**config.mk**
```make
export PLATFORM = sky130hd
export DESIGN_NAME = sdcd_top
export DESIGN_NICKNAME = d
export VERILOG_FILES = /design/src/design/sdcd_accum.v /design/src/design/sdcd_top.v
export VERILOG_INCLUDE_DIRS = /design/src /design/src/design
export SDC_FILE = /design/constraint.sdc
export NUM_CORES = 1
export LEC_CHECK = 0
export BUFFER_PORTS_ARGS = -buffer_cell sky130_fd_sc_hd__buf_2
export CAP_MARGIN = 30
export CORE_MARGIN = 2
export CORE_UTILIZATION = 30
export DETAILED_ROUTE_END_ITERATION = 12
export PLACE_DENSITY = 0.53
export SETUP_SLACK_MARGIN = 0.1
export SLEW_MARGIN = 10
export SYNTH_ARGS = -nofsm -noshare
export SYNTH_HDL_FRONTEND = slang
export SYNTH_HIERARCHICAL = 1
export SYNTH_SLANG_ARGS = --single-unit
export TNS_END_PERCENT = 10
```
**constraint.sdc**
```tcl
create_clock -name SYS_CLK -period 22.5 [get_ports SYS_CLK]
set_input_delay 2.25 -clock SYS_CLK [delete_from_list [all_inputs] [get_ports SYS_CLK]]
set_output_delay 2.25 -clock SYS_CLK [all_outputs]
set_load 0.01 [all_outputs]
```
**src/design/sdcd_regs.vh**
```
// Register offsets, fields, reset values and counts of the sigma-delta clock and decimator
`ifndef SDCD_REGS_VH
`define SDCD_REGS_VH
`define SDCD_ADDR_CLKDIV   8'hf7
`define SDCD_ADDR_DECH     8'h9b
`define SDCD_ADDR_DECL     8'h9a
`define SDCD_ADDR_OFFSET   8'hf5
`define SDCD_ADDR_CTRL     8'hf6
`define SDCD_RST_CLKDIV    8'h00
`define SDCD_RST_DECH      3'h7
`define SDCD_RST_DECL      8'hff
`define SDCD_RST_OFFSET    8'h00
`define SDCD_RST_CTRL      6'h00
`define SDCD_CTRL_CONV     0
`define SDCD_CTRL_WORD24   1
`define SDCD_CTRL_HI_EN    2
`define SDCD_CTRL_HI_BYP   3
`define SDCD_CTRL_LO_EN    4
`define SDCD_CTRL_LO_BYP   5
`define SDCD_CTRL_BUSY     7
`define SDCD_SAMPLE_LEN    7'h7f
`define SDCD_DECIMATION_SETTING_MIN      11'h013
`endif

```
**src/design/sdcd_accum.v**
```verilog
// One sinc integrator stage
`timescale 1ns/10ps
module sdcd_accum #(
	parameter W = 36
) (
	input  wire         clk,
	input  wire         rst,
	input  wire         clr,
	input  wire         en,
	input  wire [W-1:0] din,
	output wire [W-1:0] acc
);
	reg [W-1:0] acc_ff;
	reg [W-1:0] nxt_acc;

	always @* begin
		nxt_acc = acc_ff;
		if (clr)
			nxt_acc = {W{1'b0}};
		else if (en)
			nxt_acc = acc_ff + din;
	end

	always @(posedge clk) begin
		if (rst)
			acc_ff <= {W{1'b0}};
		else
			acc_ff <= nxt_acc;
	end

	assign acc = acc_ff;
endmodule // sdcd_accum

```
**src/design/sdcd_top.v**
```verilog
// Modulator clock divider, sample timing and third-order sinc decimator with control registers
`timescale 1ns/10ps
`include "sdcd_regs.vh"
module sdcd_top #(
	parameter W = 36
) (
	input  wire        SYS_CLK,
	input  wire        RST,
	input  wire [7:0]  SFR_ADDR,
	input  wire [7:0]  SFR_WDATA,
	input  wire        SFR_WR,
	input  wire        SFR_RD,
	output wire [7:0]  SFR_RDATA,
	input  wire        MOD_BIT,
	output wire        MOD_CLK,
	output wire [23:0] RESULT,
	output wire        WORD_VALID,
	output wire        BUF_HI_EN,
	output wire        BUF_HI_BYP,
	output wire        BUF_LO_EN,
	output wire        BUF_LO_BYP
);
	reg  [7:0]    clkdiv_ff;
	reg  [2:0]    dech_ff;
	reg  [7:0]    decl_ff;
	reg  [7:0]    offset_ff;
	reg  [5:0]    ctrl_ff;
	reg  [7:0]    rdata_ff;
	reg  [7:0]    div_cnt_ff;
	reg           mod_clk_ff;
	reg  [6:0]    smp_cnt_ff;
	reg  [10:0]   dec_cnt_ff;
	reg           bit_s1_ff;
	reg           bit_s2_ff;
	reg  [W-1:0]  d1_ff;
	reg  [W-1:0]  d2_ff;
	reg  [W-1:0]  d3_ff;
	reg  [23:0]   result_ff;
	reg           valid_ff;
	reg  [3:0]    buf_ff;
	reg  [7:0]    nxt_rdata;
	wire          conv;
	wire          md_tick;
	wire          smp_tick;
	wire          word_tick;
	wire [10:0]   decimation_setting;
	wire [10:0]   decimation_setting_eff;
	wire [8:0]    half;
	wire [W-1:0]  x_in;
	wire [W-1:0]  i1;
	wire [W-1:0]  i2;
	wire [W-1:0]  i3;
	wire [W-1:0]  c1;
	wire [W-1:0]  c2;
	wire [W-1:0]  c3;
	wire [23:0]   raw24;
	wire [23:0]   adj24;
	wire [23:0]   off24;

	assign conv = ctrl_ff[`SDCD_CTRL_CONV];

	// Register writes
	always @(posedge SYS_CLK) begin
		if (RST) begin
			clkdiv_ff <= `SDCD_RST_CLKDIV;
			dech_ff   <= `SDCD_RST_DECH;
			decl_ff   <= `SDCD_RST_DECL;
			offset_ff <= `SDCD_RST_OFFSET;
			ctrl_ff   <= `SDCD_RST_CTRL;
		end else if (SFR_WR) begin
			case (SFR_ADDR)
				`SDCD_ADDR_CLKDIV: clkdiv_ff <= SFR_WDATA;
				`SDCD_ADDR_DECH: begin
					if (!conv)
						dech_ff <= SFR_WDATA[2:0];
				end
				`SDCD_ADDR_DECL: begin
					if (!conv)
						decl_ff <= SFR_WDATA;
				end
				`SDCD_ADDR_OFFSET: offset_ff <= SFR_WDATA;
				`SDCD_ADDR_CTRL: ctrl_ff <= SFR_WDATA[5:0];
				default: ctrl_ff <= ctrl_ff;
			endcase
		end
	end

	// Register reads
	always @* begin
		nxt_rdata = 8'h00;
		case (SFR_ADDR)
			`SDCD_ADDR_CLKDIV: nxt_rdata = clkdiv_ff;
			`SDCD_ADDR_DECH:   nxt_rdata = {5'h00, dech_ff};
			`SDCD_ADDR_DECL:   nxt_rdata = decl_ff;
			`SDCD_ADDR_OFFSET: nxt_rdata = offset_ff;
			`SDCD_ADDR_CTRL:   nxt_rdata = {conv, 1'b0, ctrl_ff};
			default:           nxt_rdata = 8'h00;
		endcase
	end

	always @(posedge SYS_CLK) begin
		if (RST)
			rdata_ff <= 8'h00;
		else if (SFR_RD)
			rdata_ff <= nxt_rdata;
	end

	// Modulator clock divider
	assign md_tick = (div_cnt_ff == clkdiv_ff);
	assign half    = ({1'b0, clkdiv_ff} + 9'h001) >> 1;

	always @(posedge SYS_CLK) begin
		if (RST) begin
			div_cnt_ff <= 8'h00;
			mod_clk_ff <= 1'b0;
		end else begin
			div_cnt_ff <= md_tick ? 8'h00 : div_cnt_ff + 8'h01;
			mod_clk_ff <= ({1'b0, div_cnt_ff} < half) || (clkdiv_ff == 8'h00);
		end
	end

	// Modulator bit synchroniser
	always @(posedge SYS_CLK) begin
		if (RST) begin
			bit_s1_ff <= 1'b0;
			bit_s2_ff <= 1'b0;
		end else begin
			bit_s1_ff <= MOD_BIT;
			bit_s2_ff <= bit_s1_ff;
		end
	end

	// Sample and decimation counters
	assign smp_tick  = conv && md_tick && (smp_cnt_ff == `SDCD_SAMPLE_LEN);
	assign decimation_setting      = {dech_ff, decl_ff};
	assign decimation_setting_eff  = (decimation_setting < `SDCD_DECIMATION_SETTING_MIN) ? `SDCD_DECIMATION_SETTING_MIN : decimation_setting;
	assign word_tick = smp_tick && (dec_cnt_ff == decimation_setting_eff);

	always @(posedge SYS_CLK) begin
		if (RST || !conv) begin
			smp_cnt_ff <= 7'h00;
			dec_cnt_ff <= 11'h000;
		end else begin
			if (md_tick)
				smp_cnt_ff <= smp_cnt_ff + 7'h01;
			if (word_tick)
				dec_cnt_ff <= 11'h000;
			else if (smp_tick)
				dec_cnt_ff <= dec_cnt_ff + 11'h001;
		end
	end

	// Sinc3 integrators, one bit per sample
	assign x_in = {{(W-1){1'b0}}, bit_s2_ff};

	sdcd_accum #(.W(W)) u_int1 (
		.clk (SYS_CLK),
		.rst (RST),
		.clr (!conv),
		.en  (smp_tick),
		.din (x_in),
		.acc (i1)
	);
	sdcd_accum #(.W(W)) u_int2 (
		.clk (SYS_CLK),
		.rst (RST),
		.clr (!conv),
		.en  (smp_tick),
		.din (i1),
		.acc (i2)
	);
	sdcd_accum #(.W(W)) u_int3 (
		.clk (SYS_CLK),
		.rst (RST),
		.clr (!conv),
		.en  (smp_tick),
		.din (i2),
		.acc (i3)
	);

	// Sinc3 differentiators at the word rate
	assign c1 = i3 - d1_ff;
	assign c2 = c1 - d2_ff;
	assign c3 = c2 - d3_ff;

	always @(posedge SYS_CLK) begin
		if (RST || !conv) begin
			d1_ff <= {W{1'b0}};
			d2_ff <= {W{1'b0}};
			d3_ff <= {W{1'b0}};
		end else if (word_tick) begin
			d1_ff <= i3;
			d2_ff <= c1;
			d3_ff <= c2;
		end
	end

	// Word scaling, offset and width selection
	assign raw24 = c3[33:10];
	assign off24 = {offset_ff, 16'h0000};
	assign adj24 = raw24 + off24;

	always @(posedge SYS_CLK) begin
		if (RST) begin
			result_ff <= 24'h000000;
			valid_ff  <= 1'b0;
		end else begin
			valid_ff <= word_tick;
			if (word_tick) begin
				if (ctrl_ff[`SDCD_CTRL_WORD24])
					result_ff <= adj24;
				else
					result_ff <= {8'h00, adj24[23:8]};
			end
		end
	end

	// Input buffer controls
	always @(posedge SYS_CLK) begin
		if (RST)
			buf_ff <= 4'h0;
		else
			buf_ff <= ctrl_ff[5:2];
	end

	assign SFR_RDATA  = rdata_ff;
	assign MOD_CLK    = mod_clk_ff;
	assign RESULT     = result_ff;
	assign WORD_VALID = valid_ff;
	assign BUF_HI_EN  = buf_ff[0];
	assign BUF_HI_BYP = buf_ff[1];
	assign BUF_LO_EN  = buf_ff[2];
	assign BUF_LO_BYP = buf_ff[3];
endmodule // sdcd_top

```
==> impl_metrics.yaml <==
status:
  status: "complete, no violations"
min_path:
  min_path_type: "reg -> reg"
  min_path_cells: 2
  hold_start: "RESULT[17]"
  min_to: "RESULT[17]"
place:
  place_ws_ns: 14.07
  dpl.hpwl_mm: 40.1
  portBuffers: 58
  gp_congestion: 0.821
routing:
  wl_per_cell_um: 14.5
  drtPass1Iterations: 5
  via_count: 18300
  drtAntennaViolNets: 0
  vias_per_cell: 4.99
  first_iter_violations: 893
  drc: 0
  drt_wl_total_mm: 53.3
sta:
  setup_violations: 0
  layout_setup_ws_ns: 14.06
  period_share_pct: 37.5
  rsz0062_at_grt: "no"
  worst_pin_slew_ns: 0.897
  relSlewSlack_pct: 40.2
  fin_tns_setup_ns: 0
  whs_ns: 0.446
  slew_violations: 0
  fin_worst_skew_ns: 0.0217
  hold_violations: 0
  max_clock_freq_ghz: 0.119
  fin_crit_ns: 8.44
critical_path:
  path_max_fanout: 6
  max_stage_delay_ns: 0.42
  crit_arrival_ns: 8.83
  reg2reg_from: "u_int3/acc[0]"
  cp_slowest_cell: "fa_1"
  reg2regPathDepth: 40
  critPathMostFrequentCell: "xnor2_1"
  r2r_end: "RESULT[15]"
  crit_type: "reg -> reg"
  worstPathRequired_ns: 22.90
  setup.worst_path.start_class: "flip-flop"
  r2r_slack_ns: 14.06
  cp-end-kind: "flip-flop"
cts:
  cts_tree: "yes"
  clk_pin_slew_worst_paths_ns: 0.06
  cts-buffers-inserted: 38
  ctsRootBufferMaster: "clkbuf_16"
  cts_hold_buf: 0
  cts.path.max_buffers: 3
  htreeDepth: 2
  clk-insertion-delay-late_ns: 0.55
  clock_sinks: 303
  postCtsSetupBuffers: 0
  cts_resized: 0
synth:
  synth_cells: 2675
  netlist_area_mm2: 0.0214
  yosysWarnings: 6
  avgSynthCellArea_um2: 7.98
global_route:
  grt_use_total_pct: 14.3
  grt_first_pass_wirelength_mm: 88.6
  grt-ovfl-total: 0
  grt_antenna_before_repair: 0
  grt_max_degree: 82
  grt_pass1_vias: 17300
final_layout:
  syn_to_final_growth_pct: 11.7
  fin_util_pct: 33.9
  drive_gt1_share_pct: 6.00
  num-nets-final: 2953
floorplanning:
  num_rows: 97
  io_pins: 59
  core_mm2: 0.0703
  die_w_um: 271
  die_h_um: 271
  dieArea_mm2: 0.0733
  start_util_pct: 30.4
pwr:
  ir_drop_mv: 0.0469
  p_leak_uw: 0.00958
  power.total_uw: 1170
  pwr_density_cell_mw_per_mm2: 49.0
run:
  maxCapViolCount: 0
==> metal layers <==
layer	up-vias	part of all wire [%]	routed length, µm	GRT usage [%]
li1	9619	-	-	-
met1	8407	51	26900	19.5
met2	241	45	23700	23.6
met3	51	3.3	1750	1.96
met4	0	1.6	874	3.33
met5	-	0	0	0
==> worst max-delay path by stage <==
stage / slack, ns / endpoint / from / cells after the start
detailed placement: 14.07 / RESULT[15] / u_int3/acc[0] / 39
finish: 14.06 / RESULT[15] / u_int3/acc[0] / 40
floorplan: 15.03 / RESULT[23] / u_int3/acc[0] / 39
global route: 13.06 / RESULT[15] / u_int3/acc[0] / 40
global placement: 14.17 / RESULT[15] / u_int3/acc[0] / 39
CTS: 14.02 / RESULT[15] / u_int3/acc[0] / 39
==> where the power goes <==
part	total (µW)	leakage, µW	internal, µW	switching [µW]
Sequential	538	0.00244	537	0.404
Combinational	22.9	0.00652	7.80	15.1
Clock	609	0.000616	368	241
Total	1170	0.00958	913	257
==> through the flow <==
step	instances	cell area [µm²]
detailed placement	3607	22600
floorplan	2708	21500
global placement	3607	22600
global route	3673	23800
finish	3674	23900
CTS	3673	23800
==> critical path: cells and delay by family, from the launching register on <==
kind | cells | cell delay, ns
AO/OA/AOI/OAI | 22 | 4.30
adder cells (fa/ha/maj) | 5 | 1.60
XOR/XNOR | 6 | 1.09
AND/OR/NAND/NOR | 6 | 0.91
flip-flops | 1 | 0.35
buffers and inverters | 1 | 0.06
==> flip-flops by register name, summed over array words and instances (netlist names), 4 cells and up <==
name	cells
u_int1/acc	34
d2_ff	34
clkdiv_ff	8
div_cnt_ff	8
SFR_RDATA	8
ctrl_ff	6
offset_ff	8
buf_ff	4
d3_ff	34
u_int2/acc	34
d1_ff	34
decl_ff	8
smp_cnt_ff	7
RESULT	24
u_int3/acc	34
dec_cnt_ff	11
==> layout by cell type (no fill, tap or decap), types with 37 or more instances in the layout <==
cell / instances
a21o_1: 93
a21oi_1: 222
buf_2: 57
clkbuf_16: 39
dfxtp_1: 303
ha_1: 219
inv_1: 141
mux2i_1: 79
nand2_1: 249
nand2b_1: 37
nand3_1: 84
nand4_1: 48
nor2_1: 234
o21ai_0: 181
o21ai_1: 37
xnor2_1: 136
xor2_1: 68
==> cell type report <==
| type | instances | area [µm²] |
|---|---|---|
| Multi-Input combinational cell | 2151 | 14400 |
| Sequential cell | 303 | 6070 |
| Inverter | 143 | 537 |
| Timing Repair Buffer | 70 | 383 |
| Clock buffer | 57 | 1160 |
| Clock inverter | 9 | 80.1 |
| Antenna cell | 1 | 2.50 |
| Tap cell | 940 | 1180 |
| Fill cell | 7456 | 46400 |
(Power assumes the default switching activity.)
